--- config.mk ---
export PLATFORM = sky130hd
export DESIGN_NAME = bdecr_top
export DESIGN_NICKNAME = d
export VERILOG_FILES = /design/src/pkg/bdecr_pkg.sv /design/src/hw/bdecr_top.sv /design/src/hw/bdecr_pair_sel.sv /design/src/hw/bdecr_discharge.sv
export SDC_FILE = /design/constraint.sdc
export NUM_CORES = 1
export LEC_CHECK = 0
export BUFFER_PORTS_ARGS = -buffer_cell sky130_fd_sc_hd__buf_2
export CORE_ASPECT_RATIO = 1.4
export CORE_UTILIZATION = 60
export CTS_CLUSTER_SIZE = 20
export DETAILED_ROUTE_END_ITERATION = 8
export PLACE_DENSITY = 0.82
export SLEW_MARGIN = 10
export SYNTH_ARGS = -nofsm -noshare
export SYNTH_HDL_FRONTEND = slang
export SYNTH_SLANG_ARGS = --single-unit
--- constraint.sdc ---
create_clock -name clk_sys_in -period 11.8 [get_ports clk_sys_in]
set_clock_uncertainty 0.2 [all_clocks]
set_input_delay 2.36 -clock clk_sys_in [delete_from_list [all_inputs] [get_ports clk_sys_in]]
set_output_delay 2.36 -clock clk_sys_in [all_outputs]
set_load 0.01 [all_outputs]
--- src/pkg/bdecr_pkg.sv ---
// constants for the second/third regulator dvs, enable and config register bank
package bdecr_pkg;
  localparam logic [7:0] ADDR_PAIR_SEL   = 8'h2D;
  localparam logic [7:0] ADDR_ALT_CODE_0 = 8'h2E;
  localparam logic [7:0] ADDR_ALT_CODE_1 = 8'h2F;
  localparam logic [7:0] ADDR_ALT_CODE_2 = 8'h30;
  localparam logic [7:0] ADDR_ALT_CODE_3 = 8'h31;
  localparam logic [7:0] ADDR_READBACK   = 8'h32;
  localparam logic [7:0] ADDR_B3_ENABLE  = 8'h34;
  localparam logic [7:0] ADDR_B3_CONFIG  = 8'h35;
  localparam logic [7:0] ADDR_B3_IN_SEL  = 8'h39;

  localparam int CODE_W     = 6;
  localparam int PAIR_SEL_W = 5;
  localparam int INPUTS_N   = 8;
  localparam int SEQ_LSB    = 5;
  localparam int MV_W       = 12;

  localparam logic [5:0]  RST_ALT_CODE = 6'h00;
  localparam logic [4:0]  RST_PAIR_SEL = 5'h00;
  localparam logic [1:0]  RST_EN_SEL   = 2'h0;
  localparam logic [7:0]  RST_CONFIG   = 8'h00;
  localparam logic [7:0]  RST_IN_SEL   = 8'h00;

  // config byte bit positions
  localparam int CFG_INTEG_DIS  = 7;
  localparam int CFG_POWER_GOOD_COMPARATOR_TRAN = 6;
  localparam int CFG_FAST       = 5;
  localparam int CFG_PSV_DSC    = 4;
  localparam int CFG_ACT_DSC    = 3;
  localparam int CFG_LOW_EMI    = 2;
  localparam int CFG_FET_SCALE  = 1;
  localparam int CFG_LX_SENSE   = 0;

  // sequence slot codes
  localparam logic [2:0] SEQ_OFF = 3'h0;
  localparam logic [2:0] SEQ_P0  = 3'h2;
  localparam logic [2:0] SEQ_P25 = 3'h3;
  localparam logic [2:0] SEQ_P50 = 3'h4;
  localparam logic [2:0] SEQ_SW  = 3'h7;

  // enable select codes
  localparam logic [1:0] EN_OFF  = 2'h0;
  localparam logic [1:0] EN_ON   = 2'h1;
  localparam logic [1:0] EN_PINS = 2'h2;

  // linear voltage map in millivolts
  localparam logic [11:0] BASE_MV = 12'h226;
  localparam logic [11:0] STEP_MV = 12'h019;

  // boot delay; value is a plain default
  localparam int CLK_MHZ       = 100;
  localparam int BOOT_DELAY_US = 10;
  localparam int BOOT_CYC      = BOOT_DELAY_US * CLK_MHZ;
  localparam int BOOT_CNT_W    = 11;
  localparam logic [10:0] BOOT_CYC_25  = 11'(BOOT_CYC / 4);
  localparam logic [10:0] BOOT_CYC_50  = 11'(BOOT_CYC / 2);
  localparam logic [10:0] BOOT_CYC_100 = 11'(BOOT_CYC);

  typedef enum logic [1:0] {
    BOOT_P0   = 2'b00,
    BOOT_P25  = 2'b01,
    BOOT_P50  = 2'b10,
    BOOT_DONE = 2'b11
  } bdecr_boot_t;
endpackage

--- src/hw/bdecr_top.sv ---
// register bank for second regulator dvs codes and third regulator enable/config
// Notes on behaviour
// RULE1: alt code 0 used on pair 00
// RULE2: alt code 1 used on pair 01
// RULE3: alt code 2 used on pair 10
// RULE4: alt code 3 used on pair 11
// RULE5: code maps to 550mV plus 25mV steps
// RULE6: read-only readback of code in effect
// RULE7: read-only sequence slot with boot timings
// RULE8: slot 111 hands over after full delay
// RULE9: enable select acts only under slot 111
// RULE10: config bit 7 disables integrator
// RULE11: config bit 6 power-good during transitions
// RULE12: config bit 5 fast transient mode
// RULE13: config bit 4 passive discharge when off
// RULE14: config bit 3 active discharge when off; code holds it off under slot 111 with select 00 except in hard reset
// RULE15: config bit 2 low emission edges
// RULE16: config bit 1 forces switch scaling
// RULE17: config bit 0 freewheel sense select
// RULE18: pair select field, zero disables dvs
// RULE19: pin control uses OR of selected inputs
// RULE20: first input is msb; reserved codes off
module bdecr_top (
  input  wire logic        clk_sys_in,
  input  wire logic        rstn_in,
  input  wire logic [7:0]  reg_addr_in,
  input  wire logic [7:0]  reg_wdata_in,
  input  wire logic        reg_wr_in,
  input  wire logic        reg_rd_in,
  output logic      [7:0]  reg_rdata_out,
  output logic             reg_rvalid_out,
  input  wire logic [7:0]  multipurpose_ctrl_in,
  input  wire logic [2:0]  seq_strap_in,
  input  wire logic        hard_reset_in,
  output logic             buck2_dvs_active_out,
  output logic      [5:0]  buck2_dvs_code_out,
  output logic      [11:0] buck2_dvs_target_mv_out,
  output logic             buck3_enable_out,
  output logic             buck3_passive_discharge_out,
  output logic             buck3_active_discharge_out,
  output logic             integrator_disable_out,
  output logic             power_good_transition_enable_out,
  output logic             fast_transient_mode_out,
  output logic             low_emission_mode_out,
  output logic             switch_scaling_force_out,
  output logic             freewheel_sense_select_out
);
  // software registers
  logic [5:0] alt_code_q [4];
  logic [4:0] input_pair_select_q;
  logic [1:0] third_regulator_enable_select_q;
  logic [7:0] config_q;
  logic [7:0] third_regulator_input_select_bits_q;

  // strap capture and boot timing
  logic [2:0]             third_regulator_sequence_slot_q;
  logic                   strap_taken_q;
  logic [10:0]            boot_cnt_q;
  bdecr_pkg::bdecr_boot_t boot_phase_q;
  bdecr_pkg::bdecr_boot_t boot_phase_d;

  // output flops
  logic [7:0]  rdata_q;
  logic        rvalid_q;
  logic        dvs_active_q;
  logic [5:0]  dvs_code_q;
  logic [11:0] target_mv_q;
  logic        enable_q;
  logic        psv_dsc_q;
  logic        act_dsc_q;

  // address decode
  logic       wr_alt [4];
  logic       wr_pair;
  logic       wr_en_sel;
  logic       wr_cfg;
  logic       wr_in_sel;
  assign wr_alt[0] = reg_wr_in && (reg_addr_in == bdecr_pkg::ADDR_ALT_CODE_0);
  assign wr_alt[1] = reg_wr_in && (reg_addr_in == bdecr_pkg::ADDR_ALT_CODE_1);
  assign wr_alt[2] = reg_wr_in && (reg_addr_in == bdecr_pkg::ADDR_ALT_CODE_2);
  assign wr_alt[3] = reg_wr_in && (reg_addr_in == bdecr_pkg::ADDR_ALT_CODE_3);
  assign wr_pair   = reg_wr_in && (reg_addr_in == bdecr_pkg::ADDR_PAIR_SEL);
  assign wr_en_sel = reg_wr_in && (reg_addr_in == bdecr_pkg::ADDR_B3_ENABLE);
  assign wr_cfg    = reg_wr_in && (reg_addr_in == bdecr_pkg::ADDR_B3_CONFIG);
  assign wr_in_sel = reg_wr_in && (reg_addr_in == bdecr_pkg::ADDR_B3_IN_SEL);

  // dvs code selection
  logic       pair_active;
  logic [1:0] pair_code;
  logic [5:0] code_in_effect;
  logic [11:0] code_mv;

  bdecr_pair_sel u_pair_sel (
    .pair_sel_in (input_pair_select_q),
    .inputs_in   (multipurpose_ctrl_in),
    .active_out  (pair_active),
    .code_out    (pair_code)
  );

  // pair value indexes the four alternate codes directly
  assign code_in_effect = pair_active ? alt_code_q[pair_code] : 6'h00; // RULE1 RULE2 RULE3 RULE4
  assign code_mv        = bdecr_pkg::BASE_MV + 12'(bdecr_pkg::STEP_MV * 12'(code_in_effect)); // RULE5

  // third regulator enable decision
  logic pins_or;
  logic seq_enable;
  logic sw_enable;
  logic enable_d;
  logic en_sel_off;
  assign pins_or = |(multipurpose_ctrl_in & third_regulator_input_select_bits_q); // RULE19

  always_comb begin
    case (third_regulator_enable_select_q)
      bdecr_pkg::EN_OFF:  sw_enable = 1'b0;
      bdecr_pkg::EN_ON:   sw_enable = 1'b1;
      bdecr_pkg::EN_PINS: sw_enable = pins_or;
      default:            sw_enable = 1'b0; // RULE20
    endcase
  end

  always_comb begin
    case (third_regulator_sequence_slot_q)
      bdecr_pkg::SEQ_OFF: seq_enable = 1'b0; // RULE7
      bdecr_pkg::SEQ_P0:  seq_enable = strap_taken_q; // RULE7
      bdecr_pkg::SEQ_P25: seq_enable = (boot_phase_q != bdecr_pkg::BOOT_P0); // RULE7
      bdecr_pkg::SEQ_P50: seq_enable = (boot_phase_q == bdecr_pkg::BOOT_P50) ||
                                       (boot_phase_q == bdecr_pkg::BOOT_DONE); // RULE7
      bdecr_pkg::SEQ_SW:  seq_enable = (boot_phase_q == bdecr_pkg::BOOT_DONE) &&
                                       sw_enable; // RULE8 RULE9
      default:            seq_enable = 1'b0;
    endcase
  end

  assign enable_d   = seq_enable;
  // select 00 under software control keeps the active path quiet outside hard reset
  assign en_sel_off = (third_regulator_sequence_slot_q == bdecr_pkg::SEQ_SW) &&
                      (third_regulator_enable_select_q == bdecr_pkg::EN_OFF); // RULE9

  logic psv_dsc_d;
  logic act_dsc_d;

  bdecr_discharge u_psv_dsc (
    .hard_reset_in (hard_reset_in),
    .select_in     (config_q[bdecr_pkg::CFG_PSV_DSC]),
    .enable_in     (enable_q),
    .suppress_in   (1'b0),
    .discharge_out (psv_dsc_d)
  ); // RULE13

  bdecr_discharge u_act_dsc (
    .hard_reset_in (hard_reset_in),
    .select_in     (config_q[bdecr_pkg::CFG_ACT_DSC]),
    .enable_in     (enable_q),
    .suppress_in   (en_sel_off),
    .discharge_out (act_dsc_d)
  ); // RULE14

  // boot phase from a saturating counter started at reset release
  always_comb begin
    if (boot_cnt_q >= bdecr_pkg::BOOT_CYC_100) begin
      boot_phase_d = bdecr_pkg::BOOT_DONE;
    end else if (boot_cnt_q >= bdecr_pkg::BOOT_CYC_50) begin
      boot_phase_d = bdecr_pkg::BOOT_P50;
    end else if (boot_cnt_q >= bdecr_pkg::BOOT_CYC_25) begin
      boot_phase_d = bdecr_pkg::BOOT_P25;
    end else begin
      boot_phase_d = bdecr_pkg::BOOT_P0;
    end
  end

  // read mux; reserved bits and unmapped addresses read zero
  logic [7:0] rmux;
  always_comb begin
    case (reg_addr_in)
      bdecr_pkg::ADDR_PAIR_SEL:   rmux = {3'h0, input_pair_select_q};
      bdecr_pkg::ADDR_ALT_CODE_0: rmux = {2'h0, alt_code_q[0]};
      bdecr_pkg::ADDR_ALT_CODE_1: rmux = {2'h0, alt_code_q[1]};
      bdecr_pkg::ADDR_ALT_CODE_2: rmux = {2'h0, alt_code_q[2]};
      bdecr_pkg::ADDR_ALT_CODE_3: rmux = {2'h0, alt_code_q[3]};
      bdecr_pkg::ADDR_READBACK:   rmux = {2'h0, dvs_code_q}; // RULE6
      bdecr_pkg::ADDR_B3_ENABLE:  rmux = {third_regulator_sequence_slot_q, 3'h0,
                                          third_regulator_enable_select_q}; // RULE7
      bdecr_pkg::ADDR_B3_CONFIG:  rmux = config_q;
      bdecr_pkg::ADDR_B3_IN_SEL:  rmux = third_regulator_input_select_bits_q;
      default:                    rmux = 8'h00;
    endcase
  end

  // register writes; read-only fields ignore writes
  always_ff @(posedge clk_sys_in or negedge rstn_in) begin
    if (!rstn_in) begin
      for (int k = 0; k < 4; k++) begin
        alt_code_q[k] <= bdecr_pkg::RST_ALT_CODE;
      end
    end else begin
      for (int k = 0; k < 4; k++) begin
        if (wr_alt[k]) begin
          alt_code_q[k] <= reg_wdata_in[5:0]; // RULE1 RULE2 RULE3 RULE4
        end
      end
    end
  end

  always_ff @(posedge clk_sys_in or negedge rstn_in) begin
    if (!rstn_in) begin
      input_pair_select_q                 <= bdecr_pkg::RST_PAIR_SEL;
      third_regulator_enable_select_q     <= bdecr_pkg::RST_EN_SEL;
      config_q                            <= bdecr_pkg::RST_CONFIG;
      third_regulator_input_select_bits_q <= bdecr_pkg::RST_IN_SEL;
    end else begin
      if (wr_pair) begin
        input_pair_select_q <= reg_wdata_in[4:0]; // RULE18
      end
      if (wr_en_sel) begin
        third_regulator_enable_select_q <= reg_wdata_in[1:0]; // RULE9
      end
      if (wr_cfg) begin
        config_q <= reg_wdata_in;
      end
      if (wr_in_sel) begin
        third_regulator_input_select_bits_q <= reg_wdata_in;
      end
    end
  end

  // strap is sampled once, on the first edge after reset release
  always_ff @(posedge clk_sys_in or negedge rstn_in) begin
    if (!rstn_in) begin
      third_regulator_sequence_slot_q <= bdecr_pkg::SEQ_OFF;
      strap_taken_q                   <= 1'b0;
    end else if (!strap_taken_q) begin
      third_regulator_sequence_slot_q <= seq_strap_in; // RULE7
      strap_taken_q                   <= 1'b1;
    end
  end

  always_ff @(posedge clk_sys_in or negedge rstn_in) begin
    if (!rstn_in) begin
      boot_cnt_q   <= 11'h000;
      boot_phase_q <= bdecr_pkg::BOOT_P0;
    end else begin
      if (strap_taken_q && (boot_cnt_q < bdecr_pkg::BOOT_CYC_100)) begin
        boot_cnt_q <= boot_cnt_q + 11'h001;
      end
      boot_phase_q <= boot_phase_d;
    end
  end

  // registered outputs
  always_ff @(posedge clk_sys_in or negedge rstn_in) begin
    if (!rstn_in) begin
      rdata_q      <= 8'h00;
      rvalid_q     <= 1'b0;
      dvs_active_q <= 1'b0;
      dvs_code_q   <= 6'h00;
      target_mv_q  <= 12'h000;
      enable_q     <= 1'b0;
      psv_dsc_q    <= 1'b0;
      act_dsc_q    <= 1'b0;
    end else begin
      rdata_q      <= reg_rd_in ? rmux : rdata_q;
      rvalid_q     <= reg_rd_in;
      dvs_active_q <= pair_active; // RULE18
      dvs_code_q   <= code_in_effect; // RULE6
      target_mv_q  <= code_mv; // RULE5
      enable_q     <= enable_d;
      psv_dsc_q    <= psv_dsc_d;
      act_dsc_q    <= act_dsc_d;
    end
  end

  assign reg_rdata_out               = rdata_q;
  assign reg_rvalid_out              = rvalid_q;
  assign buck2_dvs_active_out        = dvs_active_q;
  assign buck2_dvs_code_out          = dvs_code_q;
  assign buck2_dvs_target_mv_out     = target_mv_q;
  assign buck3_enable_out            = enable_q;
  assign buck3_passive_discharge_out = psv_dsc_q;
  assign buck3_active_discharge_out  = act_dsc_q;

  // operating mode bits go straight from the config flops
  assign integrator_disable_out           = config_q[bdecr_pkg::CFG_INTEG_DIS]; // RULE10
  assign power_good_transition_enable_out = config_q[bdecr_pkg::CFG_POWER_GOOD_COMPARATOR_TRAN]; // RULE11
  assign fast_transient_mode_out          = config_q[bdecr_pkg::CFG_FAST]; // RULE12
  assign low_emission_mode_out            = config_q[bdecr_pkg::CFG_LOW_EMI]; // RULE15
  assign switch_scaling_force_out         = config_q[bdecr_pkg::CFG_FET_SCALE]; // RULE16
  // software must keep this clear at low output settings; not enforced here
  assign freewheel_sense_select_out       = config_q[bdecr_pkg::CFG_LX_SENSE]; // RULE17
endmodule

--- src/hw/bdecr_pair_sel.sv ---
// picks the controlling input pair for the second regulator and forms the two-bit code
module bdecr_pair_sel (
  input  wire logic [4:0] pair_sel_in,
  input  wire logic [7:0] inputs_in,
  output logic            active_out,
  output logic [1:0]      code_out
);
  logic [2:0] first_idx;
  logic [2:0] second_idx;
  logic       found;

  // codes 1..28 walk the pairs (i,j), i<j, in order; the rest disable
  always_comb begin
    logic [4:0] n;
    n          = 5'h01;
    first_idx  = 3'h0;
    second_idx = 3'h0;
    found      = 1'b0;
    for (int i = 0; i < bdecr_pkg::INPUTS_N; i++) begin
      for (int j = i + 1; j < bdecr_pkg::INPUTS_N; j++) begin
        if (n == pair_sel_in) begin
          first_idx  = 3'(i);
          second_idx = 3'(j);
          found      = 1'b1;
        end
        n = n + 5'h01;
      end
    end
  end

  assign active_out = found; // RULE18
  assign code_out   = {inputs_in[first_idx], inputs_in[second_idx]}; // RULE20
endmodule

--- src/hw/bdecr_discharge.sv ---
// discharge request for one discharge path of the third regulator
module bdecr_discharge (
  input  wire logic hard_reset_in,
  input  wire logic select_in,
  input  wire logic enable_in,
  input  wire logic suppress_in,
  output logic      discharge_out
);
  // hard reset always discharges; enable-low only when selected
  assign discharge_out = hard_reset_in | (select_in & ~enable_in & ~suppress_in);
endmodule

== Word level (Yosys, flattened, before mapping) ==
Cells that the tools add are included.

* Memory bits (writable): 0
* Flip-flop bits (word level): 95
* Latch bits: 0
* Memories kept: 0
* Output and inout port bits: 37
* Input port bits: 32
* Logic and storage cells: 190
* ROM bits: 0

* Multiply operators: 1
* Shift operators: 0
* Bitwise operators: 9
* Mux-type cells: 91
* Equal/unequal tests: 45
* Order comparisons: 7
* Add/subtract/negate cells: 2
* Reductions and logical operators: 15
* Div/mod/pow operators: 0

{| class="wikitable"
|+ Operators by type and width
! cell !! count
|-
| 2-to-1 mux 3 bit || 32
|-
| equality test 8 x 6 -> 1 bit (second input constant) || 9
|-
| case mux 8 bit (9 select lines) || 1
|-
| equality test 5 bit (first input constant) || 13
|-
| equality test 4 x 5 -> 1 bit (first input constant) || 8
|-
| 2-to-1 mux 1 bit || 38
|-
| 2-to-1 mux 2 bit || 12
|-
| equality test 3 x 5 -> 1 bit (first input constant) || 4
|-
| 2-to-1 mux 6 bit || 3
|-
| adder 10 x 11 -> 12 bit (first input constant) || 1
|-
| binary-select mux 6 bit (select 2 bit) || 1
|-
| adder 11 x 1 -> 11 bit (second input constant) || 1
|-
| >= comparator 11 x 10 -> 1 bit (second input constant) || 1
|-
| >= comparator 11 x 8 -> 1 bit (second input constant) || 1
|-
| >= comparator 11 x 9 -> 1 bit (second input constant) || 1
|-
| logical AND 1 bit || 11
|-
| < comparator 11 x 10 -> 1 bit (second input constant) || 1
|-
| multiplier 5 x 6 -> 11 bit (first input constant) || 1
|-
| equality test 2 x 5 -> 1 bit (first input constant) || 2
|-
| AND 8 bit || 1
|-
| < comparator 3 x 4 -> 1 bit (second input constant) || 2
|-
| OR reduction 8 bit || 1
|-
| binary-select mux 1 bit (select 3 bit) || 2
|-
| equality test 2 bit (second input constant) || 3
|-
| other kinds (14) || 20
|}

== Longest topological paths before layout ==
Gate-level depths: netlist of run 1.

* Word-level depth: 38
* Gate-level depth with buffers: 20
* Gate-level depth less buffers: 17

== By module ==
From an unflattened synthesis of run 1, not the netlist that was laid out.

* Cells, all modules: 506
* Area, all modules: 5667.9 um^2

{| class="wikitable"
|+ By module, submodules not included
! module !! instances !! cells an instance !! area each (um^2) !! seq. area each (um^2)
|-
| bdecr_top || 1 || 393 || 4874.7 || 2352.3
|-
| bdecr_pair_sel || 1 || 109 || 770.7 || 0.0
|-
| bdecr_discharge || 2 || 2 || 11.3 || 0.0
|}

== Worst setup path before layout of run 1 ==
OpenSTA, ideal clock, no wires.

* Kind: input -> register
* From: input multipurpose_ctrl_in[7]
* To: register target_mv_q[11] (netlist: buck2_dvs_target_mv_out[11])
* Arrival: 6.168 ns
* Slack: 5.314 ns
* Path buffers: 0
* Stages on the path: 16
* Cell sequence: a21oi_1 o21a_1 o311a_1 a2bb2oi_1 a211oi_4 mux2_2 ha_1 ha_1 ha_1 fa_1 a21o_1 a21oi_1 o21bai_1 a21oi_1 o21bai_1 a21o_1

* Word-level cells in the longest chain between the ends: 9
* Elaborated cells on any way between the ends: 11
* Classes of those cells: 1 x add/sub; 1 x mul; 8 x mux; 1 x bitwise

{| class="wikitable"
|+ Ends and longest elaborated chain
! what !! RTL line !! RTL
|-
| start: declaration || bdecr_top.sv:32 || <nowiki>input wire logic [7:0] multipurpose_ctrl_in,</nowiki>
|-
| binary-select mux 1 bit (select 3 bit) || bdecr_pair_sel.sv:32 || <nowiki>assign code_out = {inputs_in[first_idx], inputs_in[second_idx]};</nowiki>
|-
| 2-to-1 mux 1 bit (implied by the code) || bdecr_pair_sel.sv:32 ||
|-
| NOT 2 -> 3 bit (implied by the code) * || bdecr_top.sv:101 || <nowiki>assign code_in_effect = pair_active ? alt_code_q[pair_code] : 6'h00;</nowiki>
|-
| binary-select mux 6 bit (select 2 bit) * || bdecr_top.sv:101 ||
|-
| 2-to-1 mux 6 bit (implied by the code) * (2 in a row) || bdecr_top.sv:101 ||
|-
| 2-to-1 mux 6 bit * || bdecr_top.sv:101 ||
|-
| net code_in_effect[1] || bdecr_top.sv:90 || <nowiki>logic [5:0] code_in_effect;</nowiki>
|-
| multiplier 5 x 6 -> 11 bit * || bdecr_top.sv:102 || <nowiki>assign code_mv = bdecr_pkg::BASE_MV + 12'(bdecr_pkg::STEP_MV * 12'(code_in_effect));</nowiki>
|-
| adder 10 x 11 -> 12 bit * || bdecr_top.sv:102 ||
|-
| net code_mv[11] || bdecr_top.sv:91 || <nowiki>logic [11:0] code_mv;</nowiki>
|-
| end signal: assignment || bdecr_top.sv:265 || <nowiki>target_mv_q <= code_mv;</nowiki>
|-
| end: declaration || bdecr_top.sv:67 || <nowiki>logic [11:0] target_mv_q;</nowiki>
|}

The timed path passes the listed nets; every way through them passes the cells marked *. The select of a mux whose other input is x is not followed.
A chain may end at the register's enable or synchronous reset.

== Final worst setup path of run 1 ==
Ends and elaborated chain as after synthesis.

==> impl_metrics.toml, run 1 <==
[logic_synthesis]
synth-compound-area-share = 0.129
yosys_warnings = 0
synth_area_leaders = "dfrtp_1 (44%), mux2_2 (13%), ha_1 (7.3%), mux2i_1 (4.1%), nand2_1 (3.0%)"
syn_area_per_cell_sq_um = 10.9
netlist_area_sq_mm = 0.00533
synthArstFlopShare = 1.00
synth-xor-area-share = 0.0246
syn_inst = 490
muxShareOfSynthArea = 0.172
synth_fa_ha_area_frac = 0.0840
synth_top_area_share = 0.441
syn_nets = 555
synth_top_family_by_area = "multiplexers"
yosys.cell_types.count = 69
yosysTopAreaCell = "dfrtp_1"
ys_seq_elements = 94
synth_seq_area_share = 0.441
ys.flop_type = "dfrtp_1"
synth-simple-area-share = 0.112
synth_edf_count = 0

[die]
io_pins = 69
die_x_microns = 81.7
coreArea_sq_mm = 0.00861
start_util = 0.619
die_y_microns = 114
die_area_sq_mm = 0.00927
fp-row-count = 40

[pwr]
sequentialPowerShare = 0.504
ir_drop_uv = 85.2
swShare = 0.282
p_comb_frac = 0.148
p_switching_w = 0.000211
power_leakage_nw = 2.93
p_clk_frac = 0.349
internal_power_w = 0.000538
p_per_area_mw_per_mm2 = 125

[place]
gp_congestion = 0.946
dpl.hpwl_microns = 9130
io_buffers = 68

[sta]
tightest_slew_ns = 0.924
fin_crit_sh = 0.565
finalCriticalPeriod_ns = 6.67
hold_viol_final = 0
whs_ns = 0.244
rsz0062_at_grt = "no"
final.setup.tns_ns = 0
setup_viol = 0
maxSlewViolCount = 0
max_slew_margin = 0.384
max_clock_freq_ghz = 0.150

[cells_and_area]
multi_input_area_sq_mm = 0.00279
finalNetCount = 611
drive_gt1_frac = 0.275
n_antenna_cell = 0
area_delta_synth_final_pct = 12.0
regArea_sq_mm = 0.00235
fillCellCount = 640

[global_routing]
grt_max_degree = 75
grt.total_usage = 0.291
grt_pass1_wl_microns = 20100
grt_antenna_before_repair = 0
overflow = 0
grt_pass1_vias = 4074

[setup_path]
path_cells = "buf_2, a21oi_1, o21a_1, o311a_1, a2bb2oi_1, a211oi_4, mux2_2, ha_1, ha_1, ha_1, fa_1, a21o_1, a21oi_1, o21bai_1, a21oi_1, o21bai_1, a21o_1"
r2r_slack_ns = 6.38
criticalPathCategory = "in -> reg"
critPathSlowestCell = "a211oi_4"
crit_path_max_incr_delay_ns = 0.56
worstPathMaxFanout = 10
critPathRequiredTime_ns = 11.83
cp_num_buf_inv = 1
path_delay_family = "compound AO/OA/AOI/OAI gates"
startpoint_type = "primary input"
endpoint_kind = "register"
cp_data_arrival_time_ns = 6.70

[cts]
insertion_delay_ns = 0.34
clock-root-buffer = "clkbuf_16"
htree_levels = 3
cts_buffer_depth = 2
clock_sinks = 94
post_cts_buffers = 0
ctsResizeCount = 0
clkTransAtPathRegs_ns = 0.06
cts_buffers = 9
holdBufCountCts = 0
cts_tree = "built"

[route]
vias = 4196
dr.pass1.iters = 5
drtAntennaViolNets = 0
first_iter_violations = 424
drcViolationCount = 0
wl_per_cell_microns = 19.1
via_per_inst = 6.41
routed_wl_microns = 12500

[run]
cap_violations = 0

[worst_hold_path]
hold_path_class = "reg -> reg"

[run_status]
status = "finished, final reports clean"
[power by group through the flow]
stage	logic (W)	registers, W	clock network (W)
3_5_place_dp	0.000110	0.000382	0
2_1_floorplan	0.0000768	0.000373	0
5_1_grt	0.000122	0.000381	0.000278
4_1_cts	0.000111	0.000377	0.000264
3_3_place_gp	0.000106	0.000381	0
6_report	0.000111	0.000377	0.000261
[sequential cells by signal, summed over array words and instances, names as in the netlist, 2 cells and up]
register                             flops
input_pair_select_q                      5
buck2_dvs_target_mv_out                 12
alt_code_q                              24
reg_rdata_out                            8
third_regulator_input_select_bits_q      8
buck2_dvs_code_out                       5
third_regulator_sequence_slot_q          3
boot_cnt_q                              11
boot_phase_q                             2
third_regulator_enable_select_q          2
config_q                                 8
[final cells by class]
| type | count | share of cell area |
|---|---|---|
| Sequential cell | 94 | 0.394 |
| Timing Repair Buffer | 71 | 0.0612 |
| Multi-Input combinational cell | 351 | 0.466 |
| Tap cell | 105 | 0.0220 |
| Inverter | 19 | 0.0119 |
| Clock buffer | 10 | 0.0383 |
| Clock inverter | 5 | 0.00608 |
[worst reg2reg max path, cell delays in order, from the launching register on]
cell       delay, ns
dfrtp_1         0.80
a21oi_1         0.18
o21a_1          0.22
o311a_1         0.32
a2bb2oi_1       0.17
a211oi_4        0.56
mux2_2          0.44
ha_1            0.32
ha_1            0.30
ha_1            0.34
fa_1            0.46
a21o_1          0.19
a21oi_1         0.22
o21bai_1        0.09
a21oi_1         0.25
o21bai_1        0.11
a21o_1          0.18
[cell usage after synthesis, drive strengths merged, types with 3 or more instances]
cell      n
a21oi    17
ha       31
mux2i    22
mux2     62
nor4      6
o21ai    11
xor2      4
a22oi    13
nand4     9
a21o      5
clkbuf   15
buf      11
inv      18
and3      7
nor2     32
a31oi     6
nand2    43
dfrtp    94
xnor2    11
nand3     3
a2111oi   4
o21bai    3
nor2b     3
nand2b    4
a211oi    4
[per-layer routing]
layer	routed length (microns)	track usage	up-vias
met1	5000	0.356	2043
met3	729	0.0536	49
li1	-	-	1912
met2	6240	0.477	192
met4	574	0.160	0
met5	0	0	-
[per-stage QoR]
stage | cell area (sq um) | util | setup slack [ns] | instances | total power (W)
2_1_floorplan | 5330 | - | 5.31 | 490 | 0.000450
3_3_place_gp | 5710 | 0.663 | 4.96 | 640 | 0.000487
3_5_place_dp | 5710 | 0.663 | 4.78 | 640 | 0.000492
4_1_cts | 5970 | 0.694 | 5.13 | 655 | 0.000751
5_1_grt | 5970 | 0.694 | 4.92 | 655 | 0.000781
6_report | 5970 | 0.694 | 5.13 | 655 | 0.000749
[cell usage in the layout, fill, tap and decap left out, drive strengths merged, types with 6 or more instances in the layout]
cell type   n
dfrtp      94
nand2      43
mux2i      22
and3        7
a22oi      13
clkbuf     10
buf        71
a31oi       6
nand4       9
a21oi      17
nor2       32
inv        19
ha         31
xnor2      11
o21ai      11
nor4        6
mux2       62
[cells by family (layout without fill, tap and decap cells)]
kind of cell / after synthesis / after routing
compound gates: 94 / 94
xor+xnor: 15 / 15
fa+ha+maj: 35 / 35
buf+inv: 45 / 105
flops: 94 / 94
mux: 84 / 84
other cells: 1 / 1
simple gates: 122 / 122
[path summary, 6_finish.rpt]
check,from,to,cells past startpoint
worst max-delay path,multipurpose_ctrl_in[7],buck2_dvs_target_mv_out[11]$_DFF_PN0_,17
worst min-delay path,boot_cnt_q[10]$_DFFE_PN0P_,boot_cnt_q[10]$_DFFE_PN0P_,0
worst max register to register,input_pair_select_q[1]$_DFFE_PN0P_,buck2_dvs_target_mv_out[11]$_DFF_PN0_,16
worst min register to register,boot_cnt_q[10]$_DFFE_PN0P_,boot_cnt_q[10]$_DFFE_PN0P_,0
max in group asynchronous,rstn_in,alt_code_q[17]$_DFFE_PN0P_,2
min in group asynchronous,rstn_in,alt_code_q[15]$_DFFE_PN0P_,1
Power figures use the tool's default switching activity.
==> run 2, diff against run 1 <==
ABC_AREA = 1   (was default)
CORE_UTILIZATION = 53   (was 60)
PLACE_DENSITY = 0.77   (was 0.82)
clock period = 5.35 ns   (was 11.8 ns; I/O delays follow)
==> run 2 against run 1 <==
Design area up 0.44%. Clock power up 140%. Core utilization down 6.7 points. Setup slack worse by 4.7 ns. Critical path type is now reg -> reg.
==> impl_metrics.toml, run 2 <==
[logic_synthesis]
netlist_area_sq_mm = 0.00526
syn_nets = 717
yosys_warnings = 0
synth_top_area_share = 0.447
synthArstFlopShare = 1.00
synth_area_leaders = "dfrtp_1 (45%), nand2_1 (13%), ha_1 (7.4%), o21ai_0 (6.6%), inv_1 (5.7%)"
synth_common_cells = "nand2_1 (185), dfrtp_1 (94), inv_1 (80), o21ai_0 (69), nand3_1 (37)"
yosys.cell_types.count = 38
ys_seq_elements = 94
synth_edf_count = 0
synth_seq_area_share = 0.447
syn_inst = 652
ys.flop_type = "dfrtp_1"
synth.most_common_cell = "nand2_1"
yosysTopAreaCell = "dfrtp_1"
syn_area_per_cell_sq_um = 8.07

[cells_and_area]
largest_reg_flops = 24
drive_gt1_frac = 0.162
top_register = "alt_code_q"
mostFrequentLayoutCell = "nand2_1"
final_cell_mix = "nand2_1 (185), dfrtp_1 (91), inv_1 (79)"
area_delta_synth_final_pct = 14.0
finalNetCount = 784
n_antenna_cell = 0
final_cell_count_no_fill = 856

[cts]
clock_sinks = 94
cts_tree = "built"
post_cts_buffers = 0
clkTransAtPathRegs_ns = 0.07
clock-root-buffer = "clkbuf_16"
holdBufCountCts = 0
cts_buffer_depth = 2
cts_buffers = 9
ctsResizeCount = 0
htree_levels = 3
insertion_delay_ns = 0.35

[place]
dpl.hpwl_microns = 10500
io_buffers = 68
gp_congestion = 0.938
dp.cells = 840

[pwr]
ir_drop_uv = 236
p_comb_frac = 0.173
p_clk_frac = 0.356
p_switching_w = 0.000536
power_w = 0.00175
sequentialPowerShare = 0.472
internal_power_w = 0.00121
power_leakage_nw = 3.16
swShare = 0.306
p_per_area_mw_per_mm2 = 292

[sta]
max_slew_margin = 0.323
setup_viol = 0
fin_crit_sh = 0.918
tightest_slew_ns = 1.01
whs_ns = 0.207
maxSlewViolCount = 0
rsz0062_at_grt = "no"
max_clock_freq_ghz = 0.204
final.setup.tns_ns = 0
finalCriticalPeriod_ns = 4.91
hold_viol_final = 0

[die]
die_area_sq_mm = 0.0103
io_pins = 69
start_util = 0.550
coreArea_sq_mm = 0.00956
die_x_microns = 86.2
fp-row-count = 42
die_y_microns = 120

[setup_path]
critPathSlowestCell = "dfrtp_1"
worstPathMaxFanout = 12
cp_data_arrival_time_ns = 4.94
criticalPathCategory = "reg -> reg"
critPathRequiredTime_ns = 5.38
cpMostUsedCell = "nand2_1"
endpoint_kind = "register"
startpoint_type = "register"
crit_path_max_incr_delay_ns = 0.49

[route]
routed_wl_microns = 13500
via_per_inst = 5.45
drtAntennaViolNets = 0
wl_per_cell_microns = 15.8
first_iter_violations = 370
drcViolationCount = 0
vias = 4664
dr.pass1.iters = 5

[run]
cap_violations = 0

[run_status]
status = "finished, final reports clean"

[global_routing]
grt_max_degree = 50
grt.total_usage = 0.288
grt_antenna_before_repair = 0
grt_pass1_wl_microns = 22400
overflow = 0
grt_pass1_vias = 4687

[worst_hold_path]
hold_path_class = "reg -> reg"
==> run 2: area by class of cell <==
class	count	area [sq um]
timing repair buffer	70	358
sequential	94	2360
inverter	88	330
tap	132	165
multi-input combinational	456	2500
clock buffer	10	239
fill	884	3570
clock inverter	6	50.0
==> run 2: per-stage QoR <==
step / area, sq um / util / worst slack (ns)
6_report: 6000 / 0.627 / 0.436
5_1_grt: 6000 / 0.627 / 0.0183
4_1_cts: 5990 / 0.626 / 0.350
3_5_place_dp: 5700 / 0.596 / 0.369
3_3_place_gp: 5700 / 0.596 / 0.420
2_1_floorplan: 5260 / - / 0.924
==> run 2: power by group through the flow <==
stage | sequential, W | combinational, W | clock, W
floorplan | 0.000834 | 0.000190 | 0
global placement | 0.000835 | 0.000292 | 0
detailed placement | 0.000836 | 0.000303 | 0
CTS | 0.000824 | 0.000305 | 0.000630
global route | 0.000832 | 0.000345 | 0.000659
finish | 0.000826 | 0.000302 | 0.000622
==> run 2: logic make-up after synthesis <==
group,Yosys count,share of synthesized area
buffers and inverters,102,0.0785
other,1,0.000713
xor gates and xnor gates,14,0.0233
adders and majority gates,33,0.0813
AOI/OAI and AO/OA,110,0.122
and+or+nand+nor,293,0.236
DFF,94,0.447
muxes,5,0.0107
==> run 2: worst paths after layout <==
path                                               startpoint                               endpoint  slack [ns]  cells past startpoint
max in group asynchronous                             rstn_in     input_pair_select_q[4]$_DFFE_PN0P_        3.36                      2
max                        input_pair_select_q[2]$_DFFE_PN0P_  buck2_dvs_target_mv_out[10]$_DFF_PN0_        0.44                     29
min in group asynchronous                             rstn_in              boot_cnt_q[4]$_DFFE_PN0P_        0.53                      1
min reg2reg                        boot_cnt_q[10]$_DFFE_PN0P_             boot_cnt_q[10]$_DFFE_PN0P_        0.21                      0
min                                boot_cnt_q[10]$_DFFE_PN0P_             boot_cnt_q[10]$_DFFE_PN0P_        0.21                      0
max reg2reg                input_pair_select_q[2]$_DFFE_PN0P_  buck2_dvs_target_mv_out[10]$_DFF_PN0_        0.44                     29
==> run 2: per-layer routing <==
| layer | share of wire | up-vias | track usage |
|---|---|---|---|
| li1 | - | 2265 | - |
| met1 | 0.41 | 2199 | 0.348 |
| met2 | 0.49 | 150 | 0.480 |
| met3 | 0.054 | 50 | 0.0516 |
| met4 | 0.046 | 0 | 0.165 |
| met5 | 0 | - | 0 |
==> run 2: worst max-delay path, delay by kind of cell (launching register included) <==
family	cells	cell delay [ns]
simple gates	16	1.64
fa+ha+maj	4	1.39
compound gates	5	0.68
flops	1	0.49
buf+inv	3	0.25
xor+xnor	1	0.14
==> run 3, diff against run 2 <==
ABC_AREA = default   (was 1)
==> run 3 against run 2 <==
Total power rose by 1.1%. Design area is 2.3% higher. Sequential cell count unchanged. Core utilization grew 1.1 points. Via count down 12%. Cell count is 19% lower. Critical path depth fell by 11. Setup slack lost 0.22 ns. Clock power grew 10%. Sequential power about the same. Sequential share of layout area down 0.95 points.
==> impl_metrics.toml, run 3 (synthesis gave the netlist of run 1 again) <==
[pwr]
power_w = 0.00177
p_per_area_mw_per_mm2 = 289
ir_drop_uv = 317
power_leakage_nw = 3.01

[cells_and_area]
finalNetCount = 619
stdcell_area_sq_mm = 0.00614
area_delta_synth_final_pct = 15.1
drive_gt1_frac = 0.284
n_antenna_cell = 0
mostFrequentLayoutCell = "dfrtp_1"
final_cell_mix = "dfrtp_1 (94), buf_2 (67), mux2_2 (62)"
top_register = "alt_code_q"
final_cell_count_no_fill = 691
largest_reg_flops = 24

[route]
via_per_inst = 5.96
first_iter_violations = 272
wl_per_cell_microns = 18.1
drcViolationCount = 0
routed_wl_microns = 12500
dr.pass1.iters = 5
drtAntennaViolNets = 0
vias = 4120

[setup_path]
cp_num_buf_inv = 2
critPathSlowestCell = "fa_1"
crit_path_max_incr_delay_ns = 0.46
cp_data_arrival_time_ns = 5.17
worstPathMaxFanout = 10
criticalPathCategory = "in -> reg"
path_cells = "buf_2, a21oi_1, o21a_1, o311a_1, a2bb2oi_1, a211oi_4, buf_12, mux2_2, ha_1, ha_1, ha_1, fa_1, a21o_1, a21oi_1, o21bai_1, a21oi_1, o21bai_1, a21o_1"
endpoint_kind = "register"
path_delay_family = "compound AO/OA/AOI/OAI gates"
r2r_slack_ns = 0.33
startpoint_type = "primary input"
critPathRequiredTime_ns = 5.38

[cts]
cts_tree = "built"
cts_buffers = 9
clock_sinks = 94
ctsResizeCount = 0
clkTransAtPathRegs_ns = 0.06
cts_buffer_depth = 2
htree_levels = 3
post_cts_buffers = 0
clock-root-buffer = "clkbuf_16"
holdBufCountCts = 0
insertion_delay_ns = 0.34

[global_routing]
grt_max_degree = 54
grt_antenna_before_repair = 0
overflow = 0
grt_pass1_vias = 4085
grt.total_usage = 0.258
grt_pass1_wl_microns = 20400

[place]
place_area_sq_mm = 0.00581
gp_congestion = 0.913
dpl.hpwl_microns = 9440
io_buffers = 68
dpl_worst_slack_ns = -0.126
dp.cells = 675

[sta]
fin_crit_sh = 0.960
rsz0062_at_grt = "no"
max_clock_freq_ghz = 0.195
setup_viol = 0
hold_viol_final = 0
whs_ns = 0.234
layout_setup_ws_ns = 0.213
finalCriticalPeriod_ns = 5.14
max_slew_margin = 0.465
maxSlewViolCount = 0
tightest_slew_ns = 0.797

[die]
start_util = 0.554
fp-row-count = 42
die_x_microns = 86.8
io_pins = 69
die_y_microns = 121
coreArea_sq_mm = 0.00962
die_area_sq_mm = 0.0105

[run]
cap_violations = 0

[run_status]
status = "finished, final reports clean"

[worst_hold_path]
hold_path_class = "reg -> reg"
## run 3: cell count changes in the layout (fill, tap and decap cells not counted), moves of 13 or more
cell	delta
nand2_1	-142
inv_1	-61
a22oi_1	+13
nand3_1	-34
o21ai_0	-59
mux2_2	+57
mux2i_1	+22
## run 3: area by class of cell
type	count	area, sq um
Tap cell	132	165
Timing Repair Buffer	79	438
Inverter	19	71.3
Sequential cell	94	2350
Clock buffer	12	246
Clock inverter	4	77.6
Multi-Input combinational cell	351	2790
Fill cell	768	3480
## run 3: routing by layer
metal  up-vias  track usage  wire [microns]
met3        26       0.0471             629
met4         0        0.111             352
met1      2014        0.315            5150
met5         -            0               0
li1       1936            -               -
met2       144        0.443            6360
## run 3: final timing paths
path                                                         end  cells past startpoint                          startpoint
max                        buck2_dvs_target_mv_out[11]$_DFF_PN0_                     18             multipurpose_ctrl_in[7]
min                                   boot_cnt_q[10]$_DFFE_PN0P_                      0          boot_cnt_q[10]$_DFFE_PN0P_
max reg2reg                buck2_dvs_target_mv_out[11]$_DFF_PN0_                     17  input_pair_select_q[1]$_DFFE_PN0P_
min reg2reg                           boot_cnt_q[10]$_DFFE_PN0P_                      0          boot_cnt_q[10]$_DFFE_PN0P_
max in group asynchronous     input_pair_select_q[3]$_DFFE_PN0P_                      2                             rstn_in
min in group asynchronous              boot_cnt_q[5]$_DFFE_PN0P_                      1                             rstn_in
## run 3: per-stage QoR
stage	setup TNS [ns]	util
final	0	0.638
after global placement	0	0.604
after global routing	0	0.638
after detailed placement	-0.204	0.604
after CTS	0	0.638
after floorplan	0	-
## run 3: where the power goes
part           switching (W)  internal (W)
Sequential         0.0000589      0.000767
Combinational       0.000143      0.000115
Clock               0.000261      0.000426
